**config.mk**
```make
export PLATFORM = sky130hd
export DESIGN_NAME = fpl_led_ctrl
export DESIGN_NICKNAME = d
export VERILOG_FILES = /design/src/core/fpl_pkg.sv /design/src/core/fpl_disp_limit.sv /design/src/core/fpl_led_ctrl.sv
export SDC_FILE = /design/constraint.sdc
export NUM_CORES = 1
export LEC_CHECK = 0
export BUFFER_PORTS_ARGS = -buffer_cell sky130_fd_sc_hd__buf_4
export CAP_MARGIN = 20
export CORE_AREA = 2 2 163 165
export CTS_CLUSTER_DIAMETER = 100
export DETAILED_ROUTE_END_ITERATION = 8
export DIE_AREA = 0 0 165 167
export HOLD_SLACK_MARGIN = 0.03
export SYNTH_ARGS = -nofsm -noshare
export SYNTH_HDL_FRONTEND = slang
export SYNTH_SLANG_ARGS = --single-unit
```
**constraint.sdc**
```tcl
create_clock -name clk_i -period 3.6 [get_ports clk_i]
set_input_delay 0.9 -clock clk_i [delete_from_list [all_inputs] [get_ports clk_i]]
set_output_delay 0.9 -clock clk_i [all_outputs]
set_load 0.005 [all_outputs]
```
**src/core/fpl_pkg.sv**
```systemverilog
// Constants and types shared by the front panel indicator controller
//
// Operation
// - A factory reset is requested only after the button is held down for five seconds without a break.
// - The self test lights every indicator steadily in its own colour for one half second; an indicator already steady white for over 300 s stays dark.
// - A factory reset gives the half second flash unless a self test starts within two seconds of it.
// - Power blinks red twice a second on self test failure, critical update failure or recovery mode.
// - Power is steady red on a critical status, otherwise steady white while powered.
// - Line is steady white when the line is in sync or the link port reaches an optical network terminal.
// - In recovery mode line, internet, wireless and telephony blink white twice a second.
// - Internet is steady white only for a session on the user's own credentials, else off.
// - Telephony is steady white when telephony reports ready.
// - Service blinks yellow twice a second while a remote configuration runs, and goes off after.
// - Self test and factory reset light service steady yellow for one half second.
// - No single pattern is shown on an indicator for longer than 300 seconds.
// - After that limit a newly requested status replaces the old pattern.
package fpl_pkg;

	// Clock and time base
	localparam int unsigned CLK_HZ        = 50_000_000;
	localparam int unsigned MS_PER_S      = 1000;
	localparam int unsigned MS_CYC        = CLK_HZ / MS_PER_S;
	// Timing figures in their own units
	localparam int unsigned HOLD_S        = 5;
	localparam int unsigned HOLD_MS       = HOLD_S * MS_PER_S;
	localparam int unsigned FLASH_MS      = 500;
	localparam int unsigned ST_WIN_S      = 2;
	localparam int unsigned ST_WIN_MS     = ST_WIN_S * MS_PER_S;
	localparam int unsigned DISP_MAX_S    = 300;
	localparam int unsigned DISP_MAX_MS   = DISP_MAX_S * MS_PER_S;
	localparam int unsigned BLINK_HZ      = 2;
	localparam int unsigned BLINK_HALF_MS = MS_PER_S / (2 * BLINK_HZ);
	// Width of all millisecond counters
	localparam int unsigned CW            = 20;

	// Indicator positions
	localparam int unsigned LED_NUM  = 6;
	localparam int unsigned LED_PWR  = 0;
	localparam int unsigned LED_LINE = 1;
	localparam int unsigned LED_INET = 2;
	localparam int unsigned LED_WLAN = 3;
	localparam int unsigned LED_TEL  = 4;
	localparam int unsigned LED_SVC  = 5;

	typedef enum logic [1:0] {FPL_OFF, FPL_STEADY, FPL_BLINK} fpl_mode_t;
	typedef enum logic [1:0] {FPL_WHITE, FPL_RED, FPL_YELLOW} fpl_color_t;

	typedef struct packed {
		fpl_mode_t  mode;
		fpl_color_t color;
	} fpl_pat_t;

	typedef struct packed {
		logic       lit;
		fpl_color_t color;
	} fpl_led_t;

	// Status from the rest of the router, all on clk_i
	typedef struct packed {
		logic self_test_start;
		logic self_test_fail;
		logic update_fail;
		logic recovery;
		logic critical;
		logic line_sync;
		logic optical_network_terminal;
		logic ppp_user_cred;
		logic wlan_on;
		logic tel_ready;
		logic acs_cfg_busy;
		logic home_gateway_trigger;
	} fpl_status_t;

	// Patterns and reset values
	localparam fpl_pat_t PAT_OFF   = '{mode: FPL_OFF, color: FPL_WHITE};
	localparam fpl_pat_t PAT_W_ON  = '{mode: FPL_STEADY, color: FPL_WHITE};
	localparam fpl_pat_t PAT_W_BLK = '{mode: FPL_BLINK, color: FPL_WHITE};
	localparam fpl_pat_t PAT_R_ON  = '{mode: FPL_STEADY, color: FPL_RED};
	localparam fpl_pat_t PAT_R_BLK = '{mode: FPL_BLINK, color: FPL_RED};
	localparam fpl_pat_t PAT_Y_ON  = '{mode: FPL_STEADY, color: FPL_YELLOW};
	localparam fpl_pat_t PAT_Y_BLK = '{mode: FPL_BLINK, color: FPL_YELLOW};
	localparam fpl_led_t LED_DARK  = '{lit: 1'b0, color: FPL_WHITE};
	localparam logic [1:0] BTN_SYNC_RST = 2'h3;

endpackage

```
**src/core/fpl_disp_limit.sv**
```systemverilog
// Per-indicator display time limiter
`timescale 1ns/1ps
`default_nettype none
module fpl_disp_limit #(
	parameter int unsigned LIMIT_MS = fpl_pkg::DISP_MAX_MS
) (
	input  wire logic             clk_i,
	input  wire logic             rst_b_i,
	input  wire logic             tick_i,
	input  wire fpl_pkg::fpl_pat_t pat_i,
	output fpl_pkg::fpl_pat_t     pat_o
);

	if (LIMIT_MS < 1 || LIMIT_MS >= (1 << fpl_pkg::CW)) begin : g_chk
		$error("fpl_disp_limit: LIMIT_MS out of range");
	end

	fpl_pkg::fpl_pat_t            pat_q;
	logic [fpl_pkg::CW-1:0]       cnt_q;
	logic                         expired_q;

	always_ff @(posedge clk_i or negedge rst_b_i) begin
		if (!rst_b_i) begin
			pat_q     <= fpl_pkg::PAT_OFF;
			cnt_q     <= '0;
			expired_q <= 1'b0;
		end else if (pat_i != pat_q) begin
			pat_q     <= pat_i;
			cnt_q     <= '0;
			expired_q <= 1'b0;
		end else if (tick_i && !expired_q) begin
			if (cnt_q == fpl_pkg::CW'(LIMIT_MS - 1)) begin
				expired_q <= 1'b1;
			end else begin
				cnt_q <= cnt_q + 1'b1;
			end
		end
	end

	// Expired pattern goes dark until the status changes
	assign pat_o = expired_q ? fpl_pkg::PAT_OFF : pat_q;
endmodule // fpl_disp_limit
`default_nettype wire

```
**src/core/fpl_led_ctrl.sv**
```systemverilog
// Front panel indicator controller with long-press reset detection
`timescale 1ns/1ps
`default_nettype none
module fpl_led_ctrl #(
	parameter int unsigned MS_CYC        = fpl_pkg::MS_CYC,
	parameter int unsigned HOLD_MS       = fpl_pkg::HOLD_MS,
	parameter int unsigned FLASH_MS      = fpl_pkg::FLASH_MS,
	parameter int unsigned ST_WIN_MS     = fpl_pkg::ST_WIN_MS,
	parameter int unsigned DISP_MAX_MS   = fpl_pkg::DISP_MAX_MS,
	parameter int unsigned BLINK_HALF_MS = fpl_pkg::BLINK_HALF_MS
) (
	input  wire logic                                 clk_i,
	input  wire logic                                 rst_b_i,
	input  wire logic                                 reset_btn_b_i,
	input  wire fpl_pkg::fpl_status_t                 status_i,
	output fpl_pkg::fpl_led_t [fpl_pkg::LED_NUM-1:0]  leds_o,
	output logic                                      factory_reset_o
);

	localparam int unsigned CW = fpl_pkg::CW;
	localparam int unsigned TW = $clog2(MS_CYC + 1);

	// Parameters the counters cannot serve
	if (MS_CYC < 2 || HOLD_MS < 1 || FLASH_MS < 1 || ST_WIN_MS < 1
		|| BLINK_HALF_MS < 1 || HOLD_MS >= (1 << CW)
		|| ST_WIN_MS >= (1 << CW) || FLASH_MS >= (1 << CW)
		|| BLINK_HALF_MS >= (1 << CW)) begin : g_chk
		$error("fpl_led_ctrl: timing parameter out of range");
	end

	typedef enum logic [1:0] {S_IDLE, S_WAIT, S_FLASH} fpl_seq_t;

	logic [TW-1:0]                            tick_cnt_q;
	logic                                     tick_q;
	logic [1:0]                               btn_sync_q;
	logic                                     pressed;
	logic [CW-1:0]                            hold_cnt_q;
	logic                                     hold_done_q;
	logic                                     fr_q;
	logic [CW-1:0]                            blink_cnt_q;
	logic                                     blink_ph_q;
	fpl_seq_t                                 state_q;
	logic [CW-1:0]                            seq_cnt_q;
	logic                                     flash;
	logic                                     st_start;
	logic                                     rec;
	logic [fpl_pkg::LED_NUM-1:0]              on_cond;
	fpl_pkg::fpl_pat_t [fpl_pkg::LED_NUM-1:0] req_pat;
	fpl_pkg::fpl_pat_t [fpl_pkg::LED_NUM-1:0] shown;
	fpl_pkg::fpl_led_t [fpl_pkg::LED_NUM-1:0] leds_q;

	// Millisecond time base; keeps every long count small
	always_ff @(posedge clk_i or negedge rst_b_i) begin
		if (!rst_b_i) begin
			tick_cnt_q <= '0;
			tick_q     <= 1'b0;
		end else if (tick_cnt_q == TW'(MS_CYC - 1)) begin
			tick_cnt_q <= '0;
			tick_q     <= 1'b1;
		end else begin
			tick_cnt_q <= tick_cnt_q + 1'b1;
			tick_q     <= 1'b0;
		end
	end

	// Button pin is asynchronous: two flops first
	always_ff @(posedge clk_i or negedge rst_b_i) begin
		if (!rst_b_i) begin
			btn_sync_q <= fpl_pkg::BTN_SYNC_RST;
		end else begin
			btn_sync_q <= {btn_sync_q[0], reset_btn_b_i};
		end
	end

	assign pressed = !btn_sync_q[1];

	// continuous hold count
	// Any release restarts it; one request per press
	always_ff @(posedge clk_i or negedge rst_b_i) begin
		if (!rst_b_i) begin
			hold_cnt_q  <= '0;
			hold_done_q <= 1'b0;
			fr_q        <= 1'b0;
		end else if (!pressed) begin
			hold_cnt_q  <= '0;
			hold_done_q <= 1'b0;
			fr_q        <= 1'b0;
		end else if (tick_q && !hold_done_q) begin
			if (hold_cnt_q == CW'(HOLD_MS - 1)) begin
				hold_done_q <= 1'b1;
				fr_q        <= 1'b1;
			end else begin
				hold_cnt_q <= hold_cnt_q + 1'b1;
				fr_q       <= 1'b0;
			end
		end else begin
			fr_q <= 1'b0;
		end
	end

	assign factory_reset_o = fr_q;

	// free-running 250 ms half period
	// Shared phase keeps all blinking indicators in step
	always_ff @(posedge clk_i or negedge rst_b_i) begin
		if (!rst_b_i) begin
			blink_cnt_q <= '0;
			blink_ph_q  <= 1'b0;
		end else if (tick_q) begin
			if (blink_cnt_q == CW'(BLINK_HALF_MS - 1)) begin
				blink_cnt_q <= '0;
				blink_ph_q  <= !blink_ph_q;
			end else begin
				blink_cnt_q <= blink_cnt_q + 1'b1;
			end
		end
	end

	assign st_start = status_i.self_test_start;

	// reset waits for a self test before its flash
	// Reset flash comes after the whole window, so it is late by 2 s
	always_ff @(posedge clk_i or negedge rst_b_i) begin
		if (!rst_b_i) begin
			state_q   <= S_IDLE;
			seq_cnt_q <= '0;
		end else if (st_start) begin
			state_q   <= S_FLASH;
			seq_cnt_q <= '0;
		end else begin
			case (state_q)
				S_IDLE: begin
					if (fr_q) begin
						state_q   <= S_WAIT;
						seq_cnt_q <= '0;
					end
				end
				S_WAIT: begin
					if (tick_q) begin
						if (seq_cnt_q == CW'(ST_WIN_MS - 1)) begin
							state_q   <= S_FLASH;
							seq_cnt_q <= '0;
						end else begin
							seq_cnt_q <= seq_cnt_q + 1'b1;
						end
					end
				end
				S_FLASH: begin
					if (tick_q) begin
						if (seq_cnt_q == CW'(FLASH_MS - 1)) begin
							state_q   <= S_IDLE;
							seq_cnt_q <= '0;
						end else begin
							seq_cnt_q <= seq_cnt_q + 1'b1;
						end
					end
				end
				default: begin
					state_q   <= S_IDLE;
					seq_cnt_q <= '0;
				end
			endcase
		end
	end

	assign flash = (state_q == S_FLASH);
	assign rec   = status_i.recovery;

	// Steady conditions of the four white status indicators
	always_comb begin
		on_cond = '0;
		on_cond[fpl_pkg::LED_LINE] = status_i.line_sync || status_i.optical_network_terminal;
		on_cond[fpl_pkg::LED_INET] = status_i.ppp_user_cred;
		on_cond[fpl_pkg::LED_WLAN] = status_i.wlan_on;
		on_cond[fpl_pkg::LED_TEL]  = status_i.tel_ready;
	end

	// Requested pattern per indicator, flash first
	always_comb begin
		req_pat = {fpl_pkg::LED_NUM{fpl_pkg::PAT_OFF}};
		if (flash) begin
			req_pat[fpl_pkg::LED_PWR] = fpl_pkg::PAT_W_ON;
		end else if (status_i.self_test_fail || status_i.update_fail || rec) begin
			req_pat[fpl_pkg::LED_PWR] = fpl_pkg::PAT_R_BLK;
		end else if (status_i.critical) begin
			req_pat[fpl_pkg::LED_PWR] = fpl_pkg::PAT_R_ON;
		end else begin
			req_pat[fpl_pkg::LED_PWR] = fpl_pkg::PAT_W_ON;
		end
		for (int i = fpl_pkg::LED_LINE; i <= fpl_pkg::LED_TEL; i++) begin
			if (flash) begin
				req_pat[i] = fpl_pkg::PAT_W_ON;
			end else if (rec) begin
				req_pat[i] = fpl_pkg::PAT_W_BLK;
			end else if (on_cond[i]) begin
				req_pat[i] = fpl_pkg::PAT_W_ON;
			end
		end
		if (flash) begin
			req_pat[fpl_pkg::LED_SVC] = fpl_pkg::PAT_Y_ON;
		end else if (status_i.acs_cfg_busy || status_i.home_gateway_trigger) begin
			req_pat[fpl_pkg::LED_SVC] = fpl_pkg::PAT_Y_BLK;
		end
	end

	for (genvar g = 0; g < fpl_pkg::LED_NUM; g++) begin : g_lim
		fpl_disp_limit #(
			.LIMIT_MS (DISP_MAX_MS)
		) u_lim (
			.clk_i   (clk_i),
			.rst_b_i (rst_b_i),
			.tick_i  (tick_q),
			.pat_i   (req_pat[g]),
			.pat_o   (shown[g])
		);
	end

	// blink phase gates the drive
	// Registered so the pins never glitch
	always_ff @(posedge clk_i or negedge rst_b_i) begin
		if (!rst_b_i) begin
			leds_q <= {fpl_pkg::LED_NUM{fpl_pkg::LED_DARK}};
		end else begin
			for (int i = 0; i < fpl_pkg::LED_NUM; i++) begin
				leds_q[i].lit   <= (shown[i].mode == fpl_pkg::FPL_STEADY)
					|| (shown[i].mode == fpl_pkg::FPL_BLINK && blink_ph_q);
				leds_q[i].color <= shown[i].color;
			end
		end
	end

	assign leds_o = leds_q;
endmodule // fpl_led_ctrl
`default_nettype wire

```
; Yosys cells after proc, flatten, opt, wreduce, memory -nomap -nowiden
; Index checks and enable logic that the tools add are counted.
[op_classes]
addsub = 10
mul = 0
div_mod_pow = 0
n_lt_le_gt_ge = 0
eq_ne = 43
shift = 0
muxes = 85
bitwise = 0
reduce_logical = 63
[ops]
columns = op, n
row1 = 20-bit two-way mux, 28
row2 = "20-bit by 1-bit adder with 20-bit output, second input constant", 9
row3 = "20-bit by 19-bit equality test with 1-bit output, second input constant", 6
row4 = 4-bit two-way mux, 18
row5 = 20-bit case mux with 3 select lines, 1
row6 = 2-bit AND reduction, 15
row7 = 2-bit nonzero test, 14
row8 = 1-bit two-way mux, 26
row9 = 4-bit inequality test, 6
row10 = "20-bit by 11-bit equality test with 1-bit output, second input constant", 1
row11 = "20-bit by 13-bit equality test with 1-bit output, second input constant", 1
row12 = "20-bit by 8-bit equality test with 1-bit output, second input constant", 1
row13 = "20-bit by 9-bit equality test with 1-bit output, second input constant", 1
row14 = "16-bit by 1-bit adder with 16-bit output, second input constant", 1
row15 = "16-bit equality test, second input constant", 1
row16 = 16-bit two-way mux, 1
row17 = "2-bit by 1-bit equality test with 1-bit output, second input constant", 7
row18 = "2-bit equality test, second input constant", 7
row19 = 1-bit logical AND, 13
row20 = 2-bit two-way mux, 6
row21 = 3-bit two-way mux, 4
row22 = "2-bit by 1-bit inequality test with 1-bit output, second input constant", 6
row23 = "3-bit inequality test, second input constant", 4
row24 = 1-bit logical OR, 10
row25 = 7 further kinds, 14
[totals]
regBits = 252
latch_bits = 0
ramBits = 0
romBits = 0
input_bits = 15
output_inout_bits = 19
memories = 0

; Longest topological paths before layout
; Gate-level depths: netlist of the first run.
[depth]
word_depth = 7
ltp_mapped = 9
ltp_nobuf = 8

; By module
; Synthesis of the first run repeated with hierarchy kept, for this count alone.
[unflattened]
cells_unflattened = 1344
area_unflattened_um2 = 13027.5
[by_module_without_submodules]
columns = module, instances, cells_each, area_each_um2, seq_area_each_um2
row1 = fpl_disp_limit, 6, 141, 1332.5, 625.6
row2 = fpl_led_ctrl, 1, 498, 5032.3, 2555.0

; Least setup slack after synthesis of the first run
; Ideal clock, no wire load.
[synth_timing]
path_kind = reg-to-reg
from = register seq_cnt_q[15]
to = register seq_cnt_q[6]
setup_time_ps = 121
t_arrival_ps = 2062
required_ps = 3479
setup_slack_ps = 1417
stages_incl_launch_ff = 8
n_path_buf = 1
path_cell_list = dfrtp_1 > or4_4 > nor4_4 > a41oi_1 > or2_1 > buf_6 > a21o_1 > a22o_1
[synth_between]
elab_chain_len = 5
[synth_lines]
columns = element, line_no
row1 = start: declaration, fpl_led_ctrl.sv:43  ; logic [CW-1:0] seq_cnt_q;
row2 = start signal: assignment, fpl_led_ctrl.sv:144  ; seq_cnt_q <= seq_cnt_q + 1'b1;
row3 = start signal: assignment, fpl_led_ctrl.sv:154  ; seq_cnt_q <= seq_cnt_q + 1'b1;
row4 = 20-bit by 9-bit equality test with 1-bit output / 20-bit by 11-bit equality test with 1-bit output (equally long branches), "fpl_led_ctrl.sv:150, fpl_led_ctrl.sv:140"
row5 = "20-bit two-way mux, on equally long branches", "fpl_led_ctrl.sv:150, fpl_led_ctrl.sv:140"
row6 = "20-bit two-way mux, on equally long branches", "fpl_led_ctrl.sv:149, fpl_led_ctrl.sv:139"
row7 = 20-bit case mux with 3 select lines *, fpl_led_ctrl.sv:131  ; case (state_q)
row8 = 20-bit two-way mux *, fpl_led_ctrl.sv:127  ; end else if (st_start) begin
; Every way passes the cells marked *; elsewhere a longest branch is shown, timed or not. The select of a mux whose other input is x is not followed.
; A chain may end at the register's enable or synchronous reset.

; Worst setup path in the final report of the first run
[layout_timing]
from = register state_q[0]
to = register seq_cnt_q[13]
[layout_between]
elab_chain_len = 3
[layout_lines]
columns = element, line_no
row1 = start: declaration, fpl_led_ctrl.sv:42  ; fpl_seq_t state_q;
row2 = start signal: assignment, fpl_led_ctrl.sv:125  ; state_q <= S_IDLE;
row3 = start signal: assignment, fpl_led_ctrl.sv:128  ; state_q <= S_FLASH;
row4 = start signal: assignment, fpl_led_ctrl.sv:134  ; state_q <= S_WAIT;
row5 = 2-bit equality test *, n/a
row6 = via flash, fpl_led_ctrl.sv:44  ; logic flash;
row7 = 3-bit inequality test (no source line) / 20-bit case mux with 3 select lines (equally long branches), n/a
row8 = 3-bit AND reduction (no source line) / 20-bit two-way mux (equally long branches), n/a
; The timed path passes the listed nets; every way through them passes the cells marked *.

==> impl_metrics.env, run 1 <==
export IMPL_syn_area_sq_mm=0.01145
export IMPL_p_clk_frac=0.492
export IMPL_period_minus_slack_ns=2.574
export IMPL_crit_type="register to register"
export IMPL_nets=1239
export IMPL_p_leak_nw=5.739
export IMPL_yosys_area_top_type_share=0.5026
export IMPL_fmax_mhz=388.5
export IMPL_grt_usage=0.1653
export IMPL_grt_pass1_vias=8014
export IMPL_ys_seq_area_frac=0.5072
export IMPL_finalSetupViolCount=0
export IMPL_placementRows=59
export IMPL_cts_tree="done"
export IMPL_internal_power_mw=4.356
export IMPL_ys_types=63
export IMPL_syn_to_final_growth_pct=12.62
export IMPL_wl_mm=21.91
export IMPL_core_sq_mm=0.02576
export IMPL_power_mw=5.566
export IMPL_rsz0062_at_grt="no"
export IMPL_fin_cells=1564
export IMPL_via_per_inst=5.217
export IMPL_port_buffers=23
export IMPL_clock_sinks=232
export IMPL_arrival_ns=2.98
export IMPL_clk_latency_ns=0.53
export IMPL_die_w_um=165
export IMPL_root_buffer="clkbuf_16"
export IMPL_tns_ns=0
export IMPL_synthXorXnorAreaFrac=0.1247
export IMPL_start_util=0.4445
export IMPL_gp_congestion=0.7969
export IMPL_ys_top_cells_by_area="dfrtp_1 50%, nor2_1 6.5%, xor2_1 6.4%, xnor2_1 6.0%, nand2_1 3.2%"
export IMPL_die_area_sq_mm=0.02756
export IMPL_clockBufferDepth=3
export IMPL_synth_compound_area_frac=0.05200
export IMPL_yosys_mux_area_fraction=0.008194
export IMPL_htreeDepth=1
export IMPL_post_cts_buffers=0
export IMPL_worst_pin_slew_ns=0.8493
export IMPL_syn_area_per_cell_sq_um=9.714
export IMPL_n_antenna_cell=0
export IMPL_first_iter_violations=489
export IMPL_seq_power_share=0.481
export IMPL_grt_pass1_wl_mm=38.37
export IMPL_synth_ff_type="dfrtp_1"
export IMPL_ctsResizeCount=0
export IMPL_grt_overflow_total=0
export IMPL_cp_buffers_inverters=2
export IMPL_synthArstFlopShare=1.000
export IMPL_drt_pass1_iterations=6
export IMPL_power_frac_comb=0.027
export IMPL_path_cells="inv_1, ha_1, o21bai_1, a21oi_1, buf_4, nor3_1, and3_1, xnor2_1, nor2_1"
export IMPL_cts_inserted_buffers=27
export IMPL_synthAdderAreaFrac=0.01530
export IMPL_yosysWarningCount=0
export IMPL_slew_headroom=0.4286
export IMPL_clkTransAtPathRegs_ns=0.06
export IMPL_cap_violations=0
export IMPL_outcome="finished, final reports clean"
export IMPL_slowest_stage="ha_1"
export IMPL_cp_start_kind="register"
export IMPL_synth_top_family_by_area="simple AND/OR/NAND/NOR gates"
export IMPL_wl_per_cell_um=14.01
export IMPL_antenna_found_initial=0
export IMPL_hold_ws_ns=0.3473
export IMPL_place_inst=1516
export IMPL_hold_violations=0
export IMPL_fin_skew_ns=0.01327
export IMPL_hpwl_mm=14.51
export IMPL_remaining_drc_errors=0
export IMPL_syn_inst=1179
export IMPL_drive_gt1_frac=0.07648
export IMPL_vias=8160
export IMPL_grt_max_degree=71
export IMPL_hp_class="input port to asynchronous set/reset pin"
export IMPL_synth_simple_area_share=0.2649
export IMPL_p_per_area_mw_per_mm2=431.5
export IMPL_ant_nets=0
export IMPL_power_switching_mw=1.210
export IMPL_slew_violations=0
export IMPL_cts_hold_buf=0
export IMPL_yosys_register_bits=232
export IMPL_cp_max_fo=19
export IMPL_synth_edff_count=0
export IMPL_die_height_um=167
export IMPL_layout_filler_cells=2382
export IMPL_max_stage_delay_ns=0.65
export IMPL_fin_crit_sh=0.7150
export IMPL_crit_family="adder cells"
export IMPL_swShare=0.2174
export IMPL_boundaryPins=34
export IMPL_end_kind="register"
export IMPL_ir_drop_uv=343.6
export IMPL_required_ns=4.00
export IMPL_synth_top_area_cell="dfrtp_1"
-- cells by family after synthesis --
family | after synthesis
compound gates | 88
other cells | 1
xor+xnor | 163
mux | 9
flops | 232
fa+ha+maj | 14
buf+inv | 71
simple gates | 601
-- synthesized netlist by cell type (3+ instances only) --
cell type / count
xnor2_1: 79
nor2_1: 198
nand2_1: 99
nor3_1: 34
nand4_1: 46
a22o_1: 4
mux2_2: 3
clkbuf_1: 28
a31oi_1: 5
nand3_1: 73
ha_1: 14
and2_1: 5
nor2b_1: 10
buf_4: 10
o21ai_0: 23
and4_1: 17
nand3b_1: 7
a21o_1: 11
mux2i_1: 6
inv_1: 29
a41oi_1: 4
a21oi_1: 22
nor4_1: 24
nor4bb_1: 4
nor4b_1: 9
dfrtp_1: 230
nand2b_1: 11
or4_1: 9
xor2_1: 84
or3_1: 15
and3_1: 25
-- layout by cell type (no fill, tap or decap), drive strengths merged, types with 3 or more instances in the layout --
cell type and n:
clkinvlp 3, or2 3, a41oi 4, nor2b 10, clkbuf 38, or3 15, mux2 3, dfrtp 230
or4 10, nor4bb 4, nor4b 9, xnor2 79, nand3 73, ha 14, o21ai 23, inv 30
mux2i 6, nor4 26, nor3 34, nand2b 11, a21oi 22, buf 35, nand3b 7, and3 25
and2 5, nor2 199, nand2 99, xor2 84, and4 17, nand4 46, a22o 4, clkinv 4
conb 10, a31oi 5, a21o 11
-- stage by stage --
stage	utilization	setup WS [ns]	instance area, sq um
global route	0.5006	0.8161	12900
global placement	0.4656	1.080	12000
floorplan	-	1.417	11490
finish	0.5006	1.026	12900
CTS	0.5006	0.9820	12900
detailed placement	0.4656	1.034	12000
-- path summary, 6_finish.rpt --
kind	startpoint	end	slack, ns	cells past startpoint
max in group asynchronous	rst_b_i	btn_sync_q[1]$_DFF_PN1_	2.48	2
min in group clk_i	btn_sync_q[0]$_DFF_PN1_	btn_sync_q[1]$_DFF_PN1_	0.36	0
setup / recovery	state_q[0]$_DFFE_PN0P_	seq_cnt_q[13]$_DFFE_PN0P_	1.03	9
setup reg to reg	state_q[0]$_DFFE_PN0P_	seq_cnt_q[13]$_DFFE_PN0P_	1.03	9
hold / removal	rst_b_i	g_lim[5].u_lim.cnt_q[13]$_DFFE_PN0P_	0.35	1
hold reg to reg	btn_sync_q[0]$_DFF_PN1_	btn_sync_q[1]$_DFF_PN1_	0.36	0
-- flip-flops by register name (all words and copies together), names as in the netlist --
signal and cells:
btn_sync_q 2, blink_ph_q 1, hold_cnt_q 20, tick_q 1, factory_reset_o 1, g_lim.u_lim.pat_q 14
g_lim.u_lim.expired_q 6, tick_cnt_q 16, g_lim.u_lim.cnt_q 120, leds_o 8, seq_cnt_q 20, state_q 2
blink_cnt_q 20, hold_done_q 1
-- power groups by stage --
| stage | logic, mW | registers, mW | clock network [mW] |
|---|---|---|---|
| after floorplan | 0.0733 | 2.71 | 0 |
| after CTS | 0.156 | 2.68 | 2.81 |
| after global placement | 0.153 | 2.73 | 0 |
| after global routing | 0.176 | 2.68 | 2.93 |
| final | 0.149 | 2.68 | 2.74 |
| after detailed placement | 0.155 | 2.73 | 0 |
-- metal layers --
layer	track usage	share of wire	vias up
li1	-	-	4130
met5	0	0	-
met3	0.02690	0.036	34
met4	0.04537	0.023	0
met2	0.2609	0.45	103
met1	0.2358	0.49	3893
-- cell type report --
class | count | area, sq um | area share
clock buffers | 38 | 787.0 | 0.06102
multi-input cells | 885 | 5364 | 0.4159
clock inverters | 10 | 115.1 | 0.008925
repair buffers | 35 | 295.3 | 0.02289
well taps | 335 | 419.2 | 0.03250
flip-flops and latches | 232 | 5808 | 0.4503
inverters | 29 | 108.9 | 0.008440
No activity file was read; power rests on OpenSTA's default activity.
==> run 2: changes to the inputs <==
==> constraint.sdc (replaced) <==
create_clock -name clk_i -period 2.5 [get_ports clk_i]
set_input_delay 0.625 -clock clk_i [delete_from_list [all_inputs] [get_ports clk_i]]
set_output_delay 0.625 -clock clk_i [all_outputs]
set_load 0.005 [all_outputs]
==> impl_metrics.env, run 2 (synthesis results as in run 1) <==
export IMPL_outcome="finished, final reports clean"
export IMPL_crit_start="seq_cnt_q[15]$_DFFE_PN0P_"
export IMPL_cap_violations=0
export IMPL_first_iter_violations=438
export IMPL_via_per_inst=5.209
export IMPL_htreeDepth=1
export IMPL_grt_overflow_total=0
export IMPL_regMostFlops="g_lim.u_lim.cnt_q"
export IMPL_fin_skew_ns=0.009032
export IMPL_hold_ws_ns=0.2103
export IMPL_end_kind="register"
export IMPL_min_from="reset_btn_b_i"
export IMPL_fmax_mhz=421.3
export IMPL_port_buffers=23
export IMPL_nets=1259
export IMPL_n_antenna_cell=0
export IMPL_boundaryPins=34
export IMPL_gp_congestion=0.8020
export IMPL_post_cts_buffers=0
export IMPL_required_ns=2.91
export IMPL_cts_inserted_buffers=27
export IMPL_p_leak_nw=5.808
export IMPL_cp_max_fo=11
export IMPL_grt_max_degree=68
export IMPL_r2r_end="seq_cnt_q[3]$_DFFE_PN0P_"
export IMPL_tns_ns=0
export IMPL_hpwl_mm=14.71
export IMPL_drive_gt1_frac=0.08594
export IMPL_wl_per_cell_um=13.75
export IMPL_rsz0062_at_grt="no"
export IMPL_wl_mm=21.73
export IMPL_arrival_ns=2.79
export IMPL_clkTransAtPathRegs_ns=0.05
export IMPL_core_sq_mm=0.02576
export IMPL_max_stage_delay_ns=0.57
export IMPL_vias=8231
export IMPL_slew_violations=0
export IMPL_clockBufferDepth=3
export IMPL_die_w_um=165
export IMPL_hold_violations=0
export IMPL_reg2reg_depth=6
export IMPL_placementRows=59
export IMPL_drt_pass1_iterations=4
export IMPL_clock_sinks=232
export IMPL_crit_type="register to register"
export IMPL_largest_register_ffs=120
export IMPL_slew_headroom=0.5208
export IMPL_grt_usage=0.1660
export IMPL_p_per_area_mw_per_mm2=590.4
export IMPL_r2r_slack_ns=0.13
export IMPL_syn_to_final_growth_pct=13.18
export IMPL_root_buffer="clkbuf_16"
export IMPL_r2r_start="seq_cnt_q[15]$_DFFE_PN0P_"
export IMPL_period_minus_slack_ns=2.374
export IMPL_worst_pin_slew_ns=0.7122
export IMPL_cts_tree="done"
export IMPL_holdPathEnd="btn_sync_q[0]$_DFF_PN1_"
export IMPL_die_height_um=167
export IMPL_hp_class="input port to register"
export IMPL_finalSetupViolCount=0
export IMPL_clk_latency_ns=0.53
export IMPL_grt_pass1_wl_mm=38.56
export IMPL_antenna_found_initial=0
export IMPL_remaining_drc_errors=0
export IMPL_final_common_cell="dfrtp_1"
export IMPL_whs_path_depth=1
export IMPL_slowest_stage="or4_4"
export IMPL_grt_pass1_vias=8024
export IMPL_ir_drop_uv=596.6
export IMPL_path_cells="or4_4, nor4_4, a41oi_1, or2_2, a21o_1, a22o_1"
export IMPL_cp_start_kind="register"
export IMPL_start_util=0.4445
export IMPL_die_area_sq_mm=0.02756
export IMPL_mostFrequentLayoutCells="230 x dfrtp_1, 198 x nor2_1, 99 x nand2_1"
export IMPL_ant_nets=0
export IMPL_fin_crit_sh=0.9494
## run 2: cell count changes in the layout (fill, tap and decap cells not counted), moves of 2 or more
cell,before,now
buf_4,32,50
clkbuf_1,4,7
clkinvlp_4,3,0
bufinv_16,2,0
clkbuf_8,7,5
clkinv_2,3,5
## run 2: worst max path at each step
stage	cells after the start	endpoint	slack [ns]
4_1_cts	6	seq_cnt_q[14]$_DFFE_PN0P_	0.1
6_report	6	seq_cnt_q[3]$_DFFE_PN0P_	0.13
3_3_place_gp	6	seq_cnt_q[6]$_DFFE_PN0P_	0.17
3_5_place_dp	6	seq_cnt_q[14]$_DFFE_PN0P_	0.12
2_1_floorplan	7	seq_cnt_q[6]$_DFFE_PN0P_	0.32
5_1_grt	6	seq_cnt_q[3]$_DFFE_PN0P_	0.03
## run 2: layer usage
metal  vias up  part of all wire  track usage
met5         -                 0            0
li1       4159                 -            -
met3        36             0.026      0.02466
met2        69              0.45       0.2634
met4         0             0.021      0.04045
met1      3967              0.50       0.2394
## run 2: area by class of cell
type                       count  area [sq um]
clock inverter                 5         25.02
clock buffer                  39         770.7
inverter                      29         108.9
tap                          335         419.2
timing repair buffer          55         460.4
sequential                   232          5808
fill                        2337         12800
multi-input combinational    885          5369
## run 2: worst max-delay path: cells and delay by family (launching register included)
family           cells  cell delay, ns
flip-flops           1            0.42
AO/OA/AOI/OAI        3            0.54
AND/OR/NAND/NOR      3            1.31
## run 2: what timing repair did
| item | 4_1_cts | 5_1_grt |
|---|---|---|
| hold endpoints to repair | 40 | 0 |
| hold buffers | 1 | 0 |
| setup endpoints to repair | 0 | 7 |
| gates resized for setup | 0 | 2 |
## run 2: stage by stage
step | setup WS, ns | instance area, sq um | utilization | power, mW | instances
finish | 0.1265 | 12960 | 0.5031 | 7.652 | 1580
global route | 0.02728 | 12960 | 0.5031 | 7.977 | 1580
CTS | 0.09995 | 12960 | 0.5029 | 7.786 | 1580
detailed placement | 0.1165 | 12150 | 0.4716 | 4.154 | 1535
global placement | 0.1651 | 12150 | 0.4716 | 4.150 | 1535
floorplan | 0.3172 | 11490 | - | 4.015 | 1188
## run 2: power by group
group | internal, mW | switching, mW | total, mW
clock network | 2.11 | 1.47 | 3.57
logic | 0.0796 | 0.146 | 0.226
registers | 3.81 | 0.0490 | 3.85
total | 5.99 | 1.66 | 7.65
